$ cat config.mk
export PLATFORM = sky130hd
export DESIGN_NAME = adc_config_register_bank
export DESIGN_NICKNAME = d
export VERILOG_FILES = /design/src/rtl/adc_cfg_pkg.sv /design/src/rtl/adc_config_register_bank.sv /design/src/rtl/cfg_word_reg.sv
export SDC_FILE = /design/constraint.sdc
export NUM_CORES = 1
export LEC_CHECK = 0
export BUFFER_PORTS_ARGS = -buffer_cell sky130_fd_sc_hd__clkbuf_2
export CAP_MARGIN = 25
export CORE_AREA = 4 4 114 116
export CTS_BUF_LIST = sky130_fd_sc_hd__clkbuf_16
export CTS_CLUSTER_DIAMETER = 120
export DETAILED_ROUTE_END_ITERATION = 10
export DIE_AREA = 0 0 118 120
export GPL_ROUTABILITY_DRIVEN = 0
export PLACE_DENSITY = 0.76
export SLEW_MARGIN = 30
export SYNTH_ARGS = -nofsm -noshare
export SYNTH_HDL_FRONTEND = slang
export SYNTH_SLANG_ARGS = --single-unit
export TNS_END_PERCENT = 30
$ cat constraint.sdc
create_clock -name clk_i -period 1.79 [get_ports clk_i]
set_input_delay 0.0895 -clock clk_i [delete_from_list [all_inputs] [get_ports clk_i]]
set_output_delay 0.0895 -clock clk_i [all_outputs]
set_load 0.02 [all_outputs]
$ cat src/rtl/adc_cfg_pkg.sv
// Package: register map, field positions and reset values of the ADC configuration bank
package adc_cfg_pkg;

	// ----------------------------------------
	// Register indices and address width
	// ----------------------------------------
	localparam logic [3:0]  MODE_INDEX       = 4'h2;
	localparam logic [3:0]  CLOCK_INDEX      = 4'h3;
	localparam logic [3:0]  GAIN_INDEX       = 4'h4;
	localparam logic [3:0]  RSVD5_INDEX      = 4'h5;
	localparam int          ADDR_WIDTH       = 8;

	// ----------------------------------------
	// Reset values
	// ----------------------------------------
	localparam logic [15:0] MODE_RESET       = 16'h0510;
	localparam logic [15:0] CLOCK_RESET      = 16'h0f8e;
	localparam logic [15:0] GAIN_RESET       = 16'h0000;
	localparam logic [15:0] RSVD5_RESET      = 16'h0000;

	// ----------------------------------------
	// Mode word fields
	// ----------------------------------------
	localparam int          MODE_REG_CRC_BIT = 13;
	localparam int          MODE_RX_CRC_BIT  = 12;
	localparam int          MODE_CRC_SEL_BIT = 11;
	localparam int          MODE_RST_FLAG_BIT = 10;
	localparam int          MODE_WSIZE_LSB   = 8;
	localparam int          MODE_TIMEOUT_BIT = 4;
	localparam int          MODE_FLOAT_BIT   = 1;
	localparam logic [15:0] MODE_WRITE_MASK  = 16'h3f12;

	// ----------------------------------------
	// Clock word fields
	// ----------------------------------------
	localparam int          CLOCK_CHAN_LSB   = 8;
	localparam int          CLOCK_SRC_BIT    = 7;
	localparam int          CLOCK_OSR_LSB    = 2;
	localparam int          CLOCK_PWR_LSB    = 0;
	localparam logic [15:0] CLOCK_WRITE_MASK = 16'h0fff;

	// ----------------------------------------
	// Gain word fields
	// ----------------------------------------
	localparam int          GAIN_FIELD_STEP  = 4;
	localparam logic [15:0] GAIN_WRITE_MASK  = 16'hffff;

	// ----------------------------------------
	// Word size codes
	// ----------------------------------------
	typedef enum logic [1:0] {
		WSIZE_16      = 2'h0,
		WSIZE_24      = 2'h1,
		WSIZE_32_PAD  = 2'h2,
		WSIZE_32_SIGN = 2'h3
	} word_size_t;

endpackage : adc_cfg_pkg

$ cat src/rtl/adc_config_register_bank.sv
// Module: configuration register bank of a four-channel delta-sigma ADC
//
// Summary of operation
// Mode bit 13 enables register map CRC, cleared after reset.
// Mode bit 12 enables CRC checking of received serial data, reset disabled.
// Mode bit 11 picks CRC polynomial: cleared CCITT, set ANSI, both links.
// Mode bit 10 reads one after reset; writing zero clears it and status flag.
// Mode bits 9:8 pick word length: 00 16, 01 24 (reset), 1x 32.
// Code 10 pads zeros below LSB; code 11 sign-extends the upper bits.
// Mode bit 4 enables serial timeout; set after reset.
// Mode bit 1 sets idle ready pin: cleared drives high, set floats.
// Host writes zeros to reserved fields, including all of word five.
// Clock bits 15:12 are read-only and read zero.
// Clock bits 11:8 enable channels 3 down to 0; all set after reset.
// Clock bit 7 selects clock source: internal cleared, external set (reset).
// Clock bits 4:2 set oversampling 128 to 16384; reset code 011.
// Clock bits 1:0 set power mode; 10 or 11 high resolution, reset 10.
// Gain word holds a 3-bit gain code per channel, gain two to n.
// Clock word sits at address 03h, reset 0F8Eh.
// Gain word sits at address 04h, reset 0000h.
//
// Register access over Wishbone is this design's own decision.
`timescale 1ns/1ps
module adc_config_register_bank (
	// Clock and reset
	input  wire logic                             clk_i,
	input  wire logic                             rst_i,
	// Wishbone slave
	input  wire logic                             wb_cyc_i,
	input  wire logic                             wb_stb_i,
	input  wire logic                             wb_we_i,
	input  wire logic [adc_cfg_pkg::ADDR_WIDTH-1:0] wb_adr_i,
	input  wire logic [3:0]                       wb_sel_i,
	input  wire logic [31:0]                      wb_dat_i,
	output logic      [31:0]                      wb_dat_o,
	output logic                                  wb_ack_o,
	output logic                                  wb_err_o,
	// Conversion datapath hooks
	input  wire logic                             data_avail_i,
	input  wire logic [23:0]                      sample_i,
	output logic      [31:0]                      sample_word_o,
	output logic                                  data_ready_out_o,
	output logic                                  data_ready_oe_n_o,
	// Configuration outputs
	output logic                                  reg_crc_on_o,
	output logic                                  rx_crc_on_o,
	output logic                                  crc_ansi_o,
	output logic                                  status_reset_flag_o,
	output logic      [1:0]                       word_size_select_o,
	output logic                                  timeout_on_o,
	output logic                                  chan0_on_o,
	output logic                                  chan1_on_o,
	output logic                                  chan2_on_o,
	output logic                                  chan3_on_o,
	output logic                                  ext_clock_sel_o,
	output logic      [2:0]                       oversample_ratio_o,
	output logic      [14:0]                      osr_factor_o,
	output logic      [1:0]                       power_level_o,
	output logic      [2:0]                       amp_gain_c0_o,
	output logic      [2:0]                       amp_gain_c1_o,
	output logic      [2:0]                       amp_gain_c2_o,
	output logic      [2:0]                       amp_gain_c3_o
);

	import adc_cfg_pkg::*;

	// ----------------------------------------
	// Bus decode
	// ----------------------------------------
	logic        req;
	logic        wr_req;
	logic [5:0]  word_idx;
	logic        aligned;
	logic        hit_mode;
	logic        hit_clock;
	logic        hit_gain;
	logic        hit_rsvd;
	logic        hit_any;
	logic [15:0] mode_word;
	logic [15:0] clock_word;
	logic [15:0] gain_word;
	logic [15:0] rsvd_word;
	logic [15:0] rd_word;

	always_comb
	begin
		req       = wb_cyc_i & wb_stb_i & ~wb_ack_o & ~wb_err_o;
		word_idx  = wb_adr_i[ADDR_WIDTH-1:2];
		aligned   = (wb_adr_i[1:0] == 2'h0);
		hit_mode  = aligned & (word_idx == {2'h0, MODE_INDEX});
		hit_clock = aligned & (word_idx == {2'h0, CLOCK_INDEX});
		hit_gain  = aligned & (word_idx == {2'h0, GAIN_INDEX});
		hit_rsvd  = aligned & (word_idx == {2'h0, RSVD5_INDEX});
		hit_any   = hit_mode | hit_clock | hit_gain | hit_rsvd;
		wr_req    = req & wb_we_i & hit_any;
	end

	// ----------------------------------------
	// Configuration words
	// ----------------------------------------
	// Reserved mode bits are masked off so the stored word stays clean
	cfg_word_reg #(
		.RESET_VALUE (MODE_RESET),
		.WRITE_MASK  (MODE_WRITE_MASK)
	) u_mode (
		.clk_i  (clk_i),
		.rst_i  (rst_i),
		.wr_i   (wr_req & hit_mode),
		.sel_i  (wb_sel_i[1:0]),
		.data_i (wb_dat_i[15:0]),
		.word_o (mode_word)
	);

	cfg_word_reg #(
		.RESET_VALUE (CLOCK_RESET),
		.WRITE_MASK  (CLOCK_WRITE_MASK)
	) u_clock (
		.clk_i  (clk_i),
		.rst_i  (rst_i),
		.wr_i   (wr_req & hit_clock),
		.sel_i  (wb_sel_i[1:0]),
		.data_i (wb_dat_i[15:0]),
		.word_o (clock_word)
	);

	cfg_word_reg #(
		.RESET_VALUE (GAIN_RESET),
		.WRITE_MASK  (GAIN_WRITE_MASK)
	) u_gain (
		.clk_i  (clk_i),
		.rst_i  (rst_i),
		.wr_i   (wr_req & hit_gain),
		.sel_i  (wb_sel_i[1:0]),
		.data_i (wb_dat_i[15:0]),
		.word_o (gain_word)
	);

	// Stored as written; the host is expected to keep it zero
	cfg_word_reg #(
		.RESET_VALUE (RSVD5_RESET),
		.WRITE_MASK  (16'hffff)
	) u_rsvd (
		.clk_i  (clk_i),
		.rst_i  (rst_i),
		.wr_i   (wr_req & hit_rsvd),
		.sel_i  (wb_sel_i[1:0]),
		.data_i (wb_dat_i[15:0]),
		.word_o (rsvd_word)
	);

	// ----------------------------------------
	// Bus answer
	// ----------------------------------------
	logic        ack_reg;
	logic        ack_next;
	logic        err_reg;
	logic        err_next;
	logic [31:0] dat_reg;
	logic [31:0] dat_next;

	always_comb
	begin
		unique case (1'b1)
			hit_mode:  rd_word = mode_word;
			hit_clock: rd_word = clock_word;
			hit_gain:  rd_word = gain_word;
			hit_rsvd:  rd_word = rsvd_word;
			default:   rd_word = 16'h0000;
		endcase
		ack_next = req & hit_any;
		// Unmapped or misaligned access ends with err, never hangs the master
		err_next = req & ~hit_any;
		dat_next = dat_reg;
		if (req & ~wb_we_i)
			dat_next = {16'h0000, rd_word};
	end

	always_ff @(posedge clk_i)
	begin
		if (rst_i)
		begin
			ack_reg <= 1'b0;
			err_reg <= 1'b0;
			dat_reg <= 32'h0000_0000;
		end
		else
		begin
			ack_reg <= ack_next;
			err_reg <= err_next;
			dat_reg <= dat_next;
		end
	end

	assign wb_ack_o = ack_reg;
	assign wb_err_o = err_reg;
	assign wb_dat_o = dat_reg;

	// ----------------------------------------
	// Sample formatting and ready pin
	// ----------------------------------------
	logic [31:0] sample_reg;
	logic [31:0] sample_next;
	logic        rdy_reg;
	logic        rdy_next;
	logic        rdy_oe_n_reg;
	logic        rdy_oe_n_next;
	word_size_t  wsize;

	always_comb
	begin
		wsize = word_size_t'(mode_word[MODE_WSIZE_LSB +: 2]);
		unique case (wsize)
			WSIZE_16:      sample_next = {16'h0000, sample_i[23:8]};
			WSIZE_24:      sample_next = {8'h00, sample_i};
			WSIZE_32_PAD:  sample_next = {sample_i, 8'h00};
			WSIZE_32_SIGN: sample_next = {{8{sample_i[23]}}, sample_i};
		endcase
		// Ready is active low; idle either drives high or floats
		rdy_next      = ~data_avail_i;
		rdy_oe_n_next = ~data_avail_i & mode_word[MODE_FLOAT_BIT];
	end

	always_ff @(posedge clk_i)
	begin
		if (rst_i)
		begin
			sample_reg   <= 32'h0000_0000;
			rdy_reg      <= 1'b1;
			rdy_oe_n_reg <= 1'b0;
		end
		else
		begin
			sample_reg   <= sample_next;
			rdy_reg      <= rdy_next;
			rdy_oe_n_reg <= rdy_oe_n_next;
		end
	end

	assign sample_word_o     = sample_reg;
	assign data_ready_out_o  = rdy_reg;
	assign data_ready_oe_n_o = rdy_oe_n_reg;

	// ----------------------------------------
	// Registered configuration outputs
	// ----------------------------------------
	logic [43:0] cfg_reg;
	logic [43:0] cfg_next;

	// Reset image uses the same packing, so it cannot drift from the words
	function automatic logic [43:0] pack_cfg(
		input logic [15:0] mode_w,
		input logic [15:0] clock_w,
		input logic [15:0] gain_w
	);
		logic [14:0] factor;
		// Ratio doubles per code step, 128 at code zero
		factor = 15'(15'h0080 << clock_w[CLOCK_OSR_LSB +: 3]);
		pack_cfg = {
			mode_w[MODE_REG_CRC_BIT],
			mode_w[MODE_RX_CRC_BIT],
			mode_w[MODE_CRC_SEL_BIT],
			mode_w[MODE_RST_FLAG_BIT],
			mode_w[MODE_WSIZE_LSB +: 2],
			mode_w[MODE_TIMEOUT_BIT],
			clock_w[CLOCK_CHAN_LSB +: 4],
			clock_w[CLOCK_SRC_BIT],
			clock_w[CLOCK_OSR_LSB +: 3],
			factor,
			clock_w[CLOCK_PWR_LSB +: 2],
			gain_w[3*GAIN_FIELD_STEP +: 3],
			gain_w[2*GAIN_FIELD_STEP +: 3],
			gain_w[1*GAIN_FIELD_STEP +: 3],
			gain_w[0 +: 3]
		};
	endfunction : pack_cfg

	always_comb
	begin
		cfg_next = pack_cfg(mode_word, clock_word, gain_word);
	end

	always_ff @(posedge clk_i)
	begin
		if (rst_i)
			cfg_reg <= pack_cfg(MODE_RESET, CLOCK_RESET, GAIN_RESET);
		else
			cfg_reg <= cfg_next;
	end

	assign reg_crc_on_o        = cfg_reg[43];
	assign rx_crc_on_o         = cfg_reg[42];
	assign crc_ansi_o          = cfg_reg[41];
	assign status_reset_flag_o = cfg_reg[40];
	assign word_size_select_o  = cfg_reg[39:38];
	assign timeout_on_o        = cfg_reg[37];
	assign chan3_on_o          = cfg_reg[36];
	assign chan2_on_o          = cfg_reg[35];
	assign chan1_on_o          = cfg_reg[34];
	assign chan0_on_o          = cfg_reg[33];
	assign ext_clock_sel_o     = cfg_reg[32];
	assign oversample_ratio_o  = cfg_reg[31:29];
	assign osr_factor_o        = cfg_reg[28:14];
	assign power_level_o       = cfg_reg[13:12];
	assign amp_gain_c3_o       = cfg_reg[11:9];
	assign amp_gain_c2_o       = cfg_reg[8:6];
	assign amp_gain_c1_o       = cfg_reg[5:3];
	assign amp_gain_c0_o       = cfg_reg[2:0];

endmodule : adc_config_register_bank

$ cat src/rtl/cfg_word_reg.sv
// Module: one 16-bit configuration word with write mask and reset value
`timescale 1ns/1ps
module cfg_word_reg #(
	parameter logic [15:0] RESET_VALUE = 16'h0000,
	parameter logic [15:0] WRITE_MASK  = 16'hffff
) (
	// Clock and reset
	input  wire logic        clk_i,
	input  wire logic        rst_i,
	// Write port
	input  wire logic        wr_i,
	input  wire logic [1:0]  sel_i,
	input  wire logic [15:0] data_i,
	// Stored word
	output logic      [15:0] word_o
);

	logic [15:0] word_reg;
	logic [15:0] word_next;
	logic [15:0] lane_mask;

	// ----------------------------------------
	// Next value
	// ----------------------------------------
	always_comb
	begin
		lane_mask = {{8{sel_i[1]}}, {8{sel_i[0]}}} & WRITE_MASK;
		word_next = word_reg;
		if (wr_i)
		begin
			// Read-only bits never take write data
			word_next = (word_reg & ~lane_mask) | (data_i & lane_mask);
		end
	end

	always_ff @(posedge clk_i)
	begin
		if (rst_i)
			word_reg <= RESET_VALUE;
		else
			word_reg <= word_next;
	end

	assign word_o = word_reg;

endmodule : cfg_word_reg
==> summary.md <==
| Metric | Value |
|---|---|
| Outcome | complete, no violations |
| WS Path Type | reg -> reg |
| Clk sinks | around 140 |
| Tmin final | around 1.7 ns |
| Switching portion of total power | between 20% and 30% |
| Vias per cell | approximately 5.2 |
| Static Leak | about 3.4 nW |
| Hold Crit Class | in -> reg |
| Max IR drop VDD | approximately 0.53 mV |
| Comb pwr share | ~6.9% |
| Largest net degree at the start of global routing | 36 |
| Clock Latency Late Sink | 0.41 ns |
| Unrepaired setup endpoints after global routing | true |
| CTS tree | built |
| Gr usage total | a little over a fifth |
| Worst-Margin Slew | 0.698 ns |
| Fin nets | 818 |
| Rows | 40 |
| Layout cell share with drive strength beyond 1 | roughly 30% |
| H-tree levels | 4 |
| 1st-pass router iterations | 6 |
| Chip Height | about 120 um |
| First-pass GRT wire length | approximately 23000 um |
| CTS root buf | clkbuf_16 |
| YS warnings | 0 |
| CTS clk-pin slew, worst paths | around 0.060 ns |
| Most common cell after layout, fill and taps aside | clkbuf_2 |
| Antenna violations before repair | 0 |
| Pwr/cell area | 986 mW/mm^2 |
| FF-to-FF path depth | 5 |
| Seq/Total Area, Yosys | 52.9% |
| Clock power share | 49.2% |
| Crit path required time | between 2 and 2.5 ns |
| ANT nets after route | 0 |
| Final worst path period share | 97.1% |
| Ant diodes | 0 |
| CTS Buf Count | 17 |
| Setup TNS | 0 ns |
| DR WL/cell | 16.6 um |
| Die area | approximately 0.014 sq mm |
| Final Core Density | about 60% |
| Placed Area | 0.00629 sq mm |
| Startpoint Class | register |
| Mapped Area | ~0.0053 sq mm |
| Worst-path fanout max | 5 |
| Global route overflow | 0 |
| Syn_area_per_cell | approximately 9.9 sq um |
| Vias | between 4000 and 5000 |
| Sw power | between 0.0015 and 0.002 W |
| Seq pwr share | 43.8% |
| FMAX | around 580 MHz |
| Most frequent cells in the layout | clkbuf_2 (143), dfxtp_1 (139), nor2_1 (83) |
| DR iter-0 viols | about 340 |
| Most common flop cell mapped by yosys | dfxtp_1 |
| Vias in the first global route | approximately 4600 |
| Worst Skew | between 0.005 and 0.006 ns |
| Final Power | 0.00726 W |
| Buffer levels on the longest clock path | 2 |
| Die W | between 100 and 150 um |
| Synth cell types | 44 |
| Core area | around 0.012 sq mm |
| Dpl hpwl | 10100 um |
| Slew Limit Fails | 0 |
| Io pins | around 190 |
| Final instance area | roughly 0.0074 sq mm |
| Layout area overhead | 38.0% |
| Final WL | 14900 um |
| Worst reg-to-reg setup slack | 0.05 ns |
| Port bufs | ~140 |
| Final setup violation count | 0 |
| Slew HR | 53.4% |
| Drt drc | 0 |
| Hold path cells | 2 |
| Initial Util | 44.8% |
| Async S/R FF share, synth | 0% |
| Gate count of the mapped netlist | 537 |
| Int Power | 0.00568 W |
| Worst setup EP type | register |
| Synth Register Bits | ~140 |
| Max cap viols | 0 |
| WP data arrival | around 2 ns |
| Post-synth EDFFs | 0 |
| Fin. Hold Viols | 0 |
## Yosys cell counts (2+ instances only)
| library cell | instances | area (sq um) |
|---|---|---|
| nor3b_1 | 3 | 22.5 |
| nand4_1 | 6 | 37.5 |
| nand3_1 | 3 | 15.0 |
| inv_1 | 13 | 48.8 |
| a21oi_1 | 19 | 95.1 |
| a22oi_1 | 20 | 150 |
| a22o_1 | 13 | 114 |
| nor2b_1 | 20 | 125 |
| and3_1 | 2 | 12.5 |
| clkbuf_1 | 27 | 101 |
| or2_2 | 2 | 12.5 |
| nor3_1 | 7 | 35.0 |
| buf_4 | 23 | 173 |
| and3b_1 | 2 | 17.5 |
| nor4bb_1 | 2 | 20.0 |
| o22ai_1 | 6 | 37.5 |
| mux2i_1 | 65 | 651 |
| mux2_2 | 3 | 33.8 |
| buf_1 | 4 | 15.0 |
| o21ai_0 | 16 | 80.1 |
| nor4_1 | 2 | 12.5 |
| nand2_1 | 11 | 41.3 |
| nand2b_1 | 19 | 119 |
| nor2_1 | 85 | 319 |
| o2bb2ai_1 | 5 | 43.8 |
| dfxtp_1 | 141 | 2820 |
## metal layers
layer,routed length (um),part of all wire (%),vias up,GRT usage [%]
li1,-,-,2215,-
met1,6260,42,2201,25.3
met2,7310,49,203,33.9
met3,1000,6.7,31,6.31
met4,375,2.5,0,9.67
met5,0,0,-,0
## power by group through the flow
stage	clock network [W]	logic, W	registers (W)
after floorplan	0	0.000228	0.00329
after global placement	0	0.000400	0.00325
after detailed placement	0	0.000409	0.00325
after CTS	0.00362	0.000491	0.00318
after global routing	0.00376	0.000541	0.00318
final	0.00357	0.000504	0.00318
## cell families after synthesis
group           synth area share [%]
mux                             13.1
buf+inv                         6.54
simple gates                    17.3
flops                           52.9
other cells                   0.0703
compound gates                  10.1
## timing repair
action,in CTS,in global routing
setup endpoints to repair,18,24
setup buffers,0,1
gates resized for setup,2,6
hold buffers,43,0
pin swaps,0,2
hold endpoints to repair,78,0
## cell type report
cell class	instances	area [sq um]
Inverter	13	48.8
Tap cell	147	184
Clock inverter	13	175
Multi-Input combinational cell	350	2280
Sequential cell	141	2830
Timing Repair Buffer	221	1420
Clock buffer	17	425
Fill cell	955	4550
## worst max-delay path, stage by stage (launching register included)
cell       delay (ns)
dfxtp_2          0.32
nand4bb_4        0.25
or4_4            0.51
or2_4            0.25
buf_4            0.16
mux2i_1          0.13
## path summary, 6_finish.rpt
kind | from | to
worst max-delay path | wb_ack_o | register
worst min register to register | register | cfg_reg[37]
worst min-delay path | rst_i | sample_word_o[14]
worst max register to register | wb_ack_o | register
## per-stage QoR
stage | std cells | hold slack [ns] | setup WS (ns)
2_1_floorplan | 559 | 0.163 | -0.141
6_report | 902 | 0.0180 | 0.0525
3_5_place_dp | 828 | 0.277 | -0.00852
5_1_grt | 902 | 0.0162 | -0.00241
4_1_cts | 901 | 0.00264 | 0.0241
3_3_place_gp | 828 | 0.267 | -0.0162
Power figures use the tool's default switching activity.
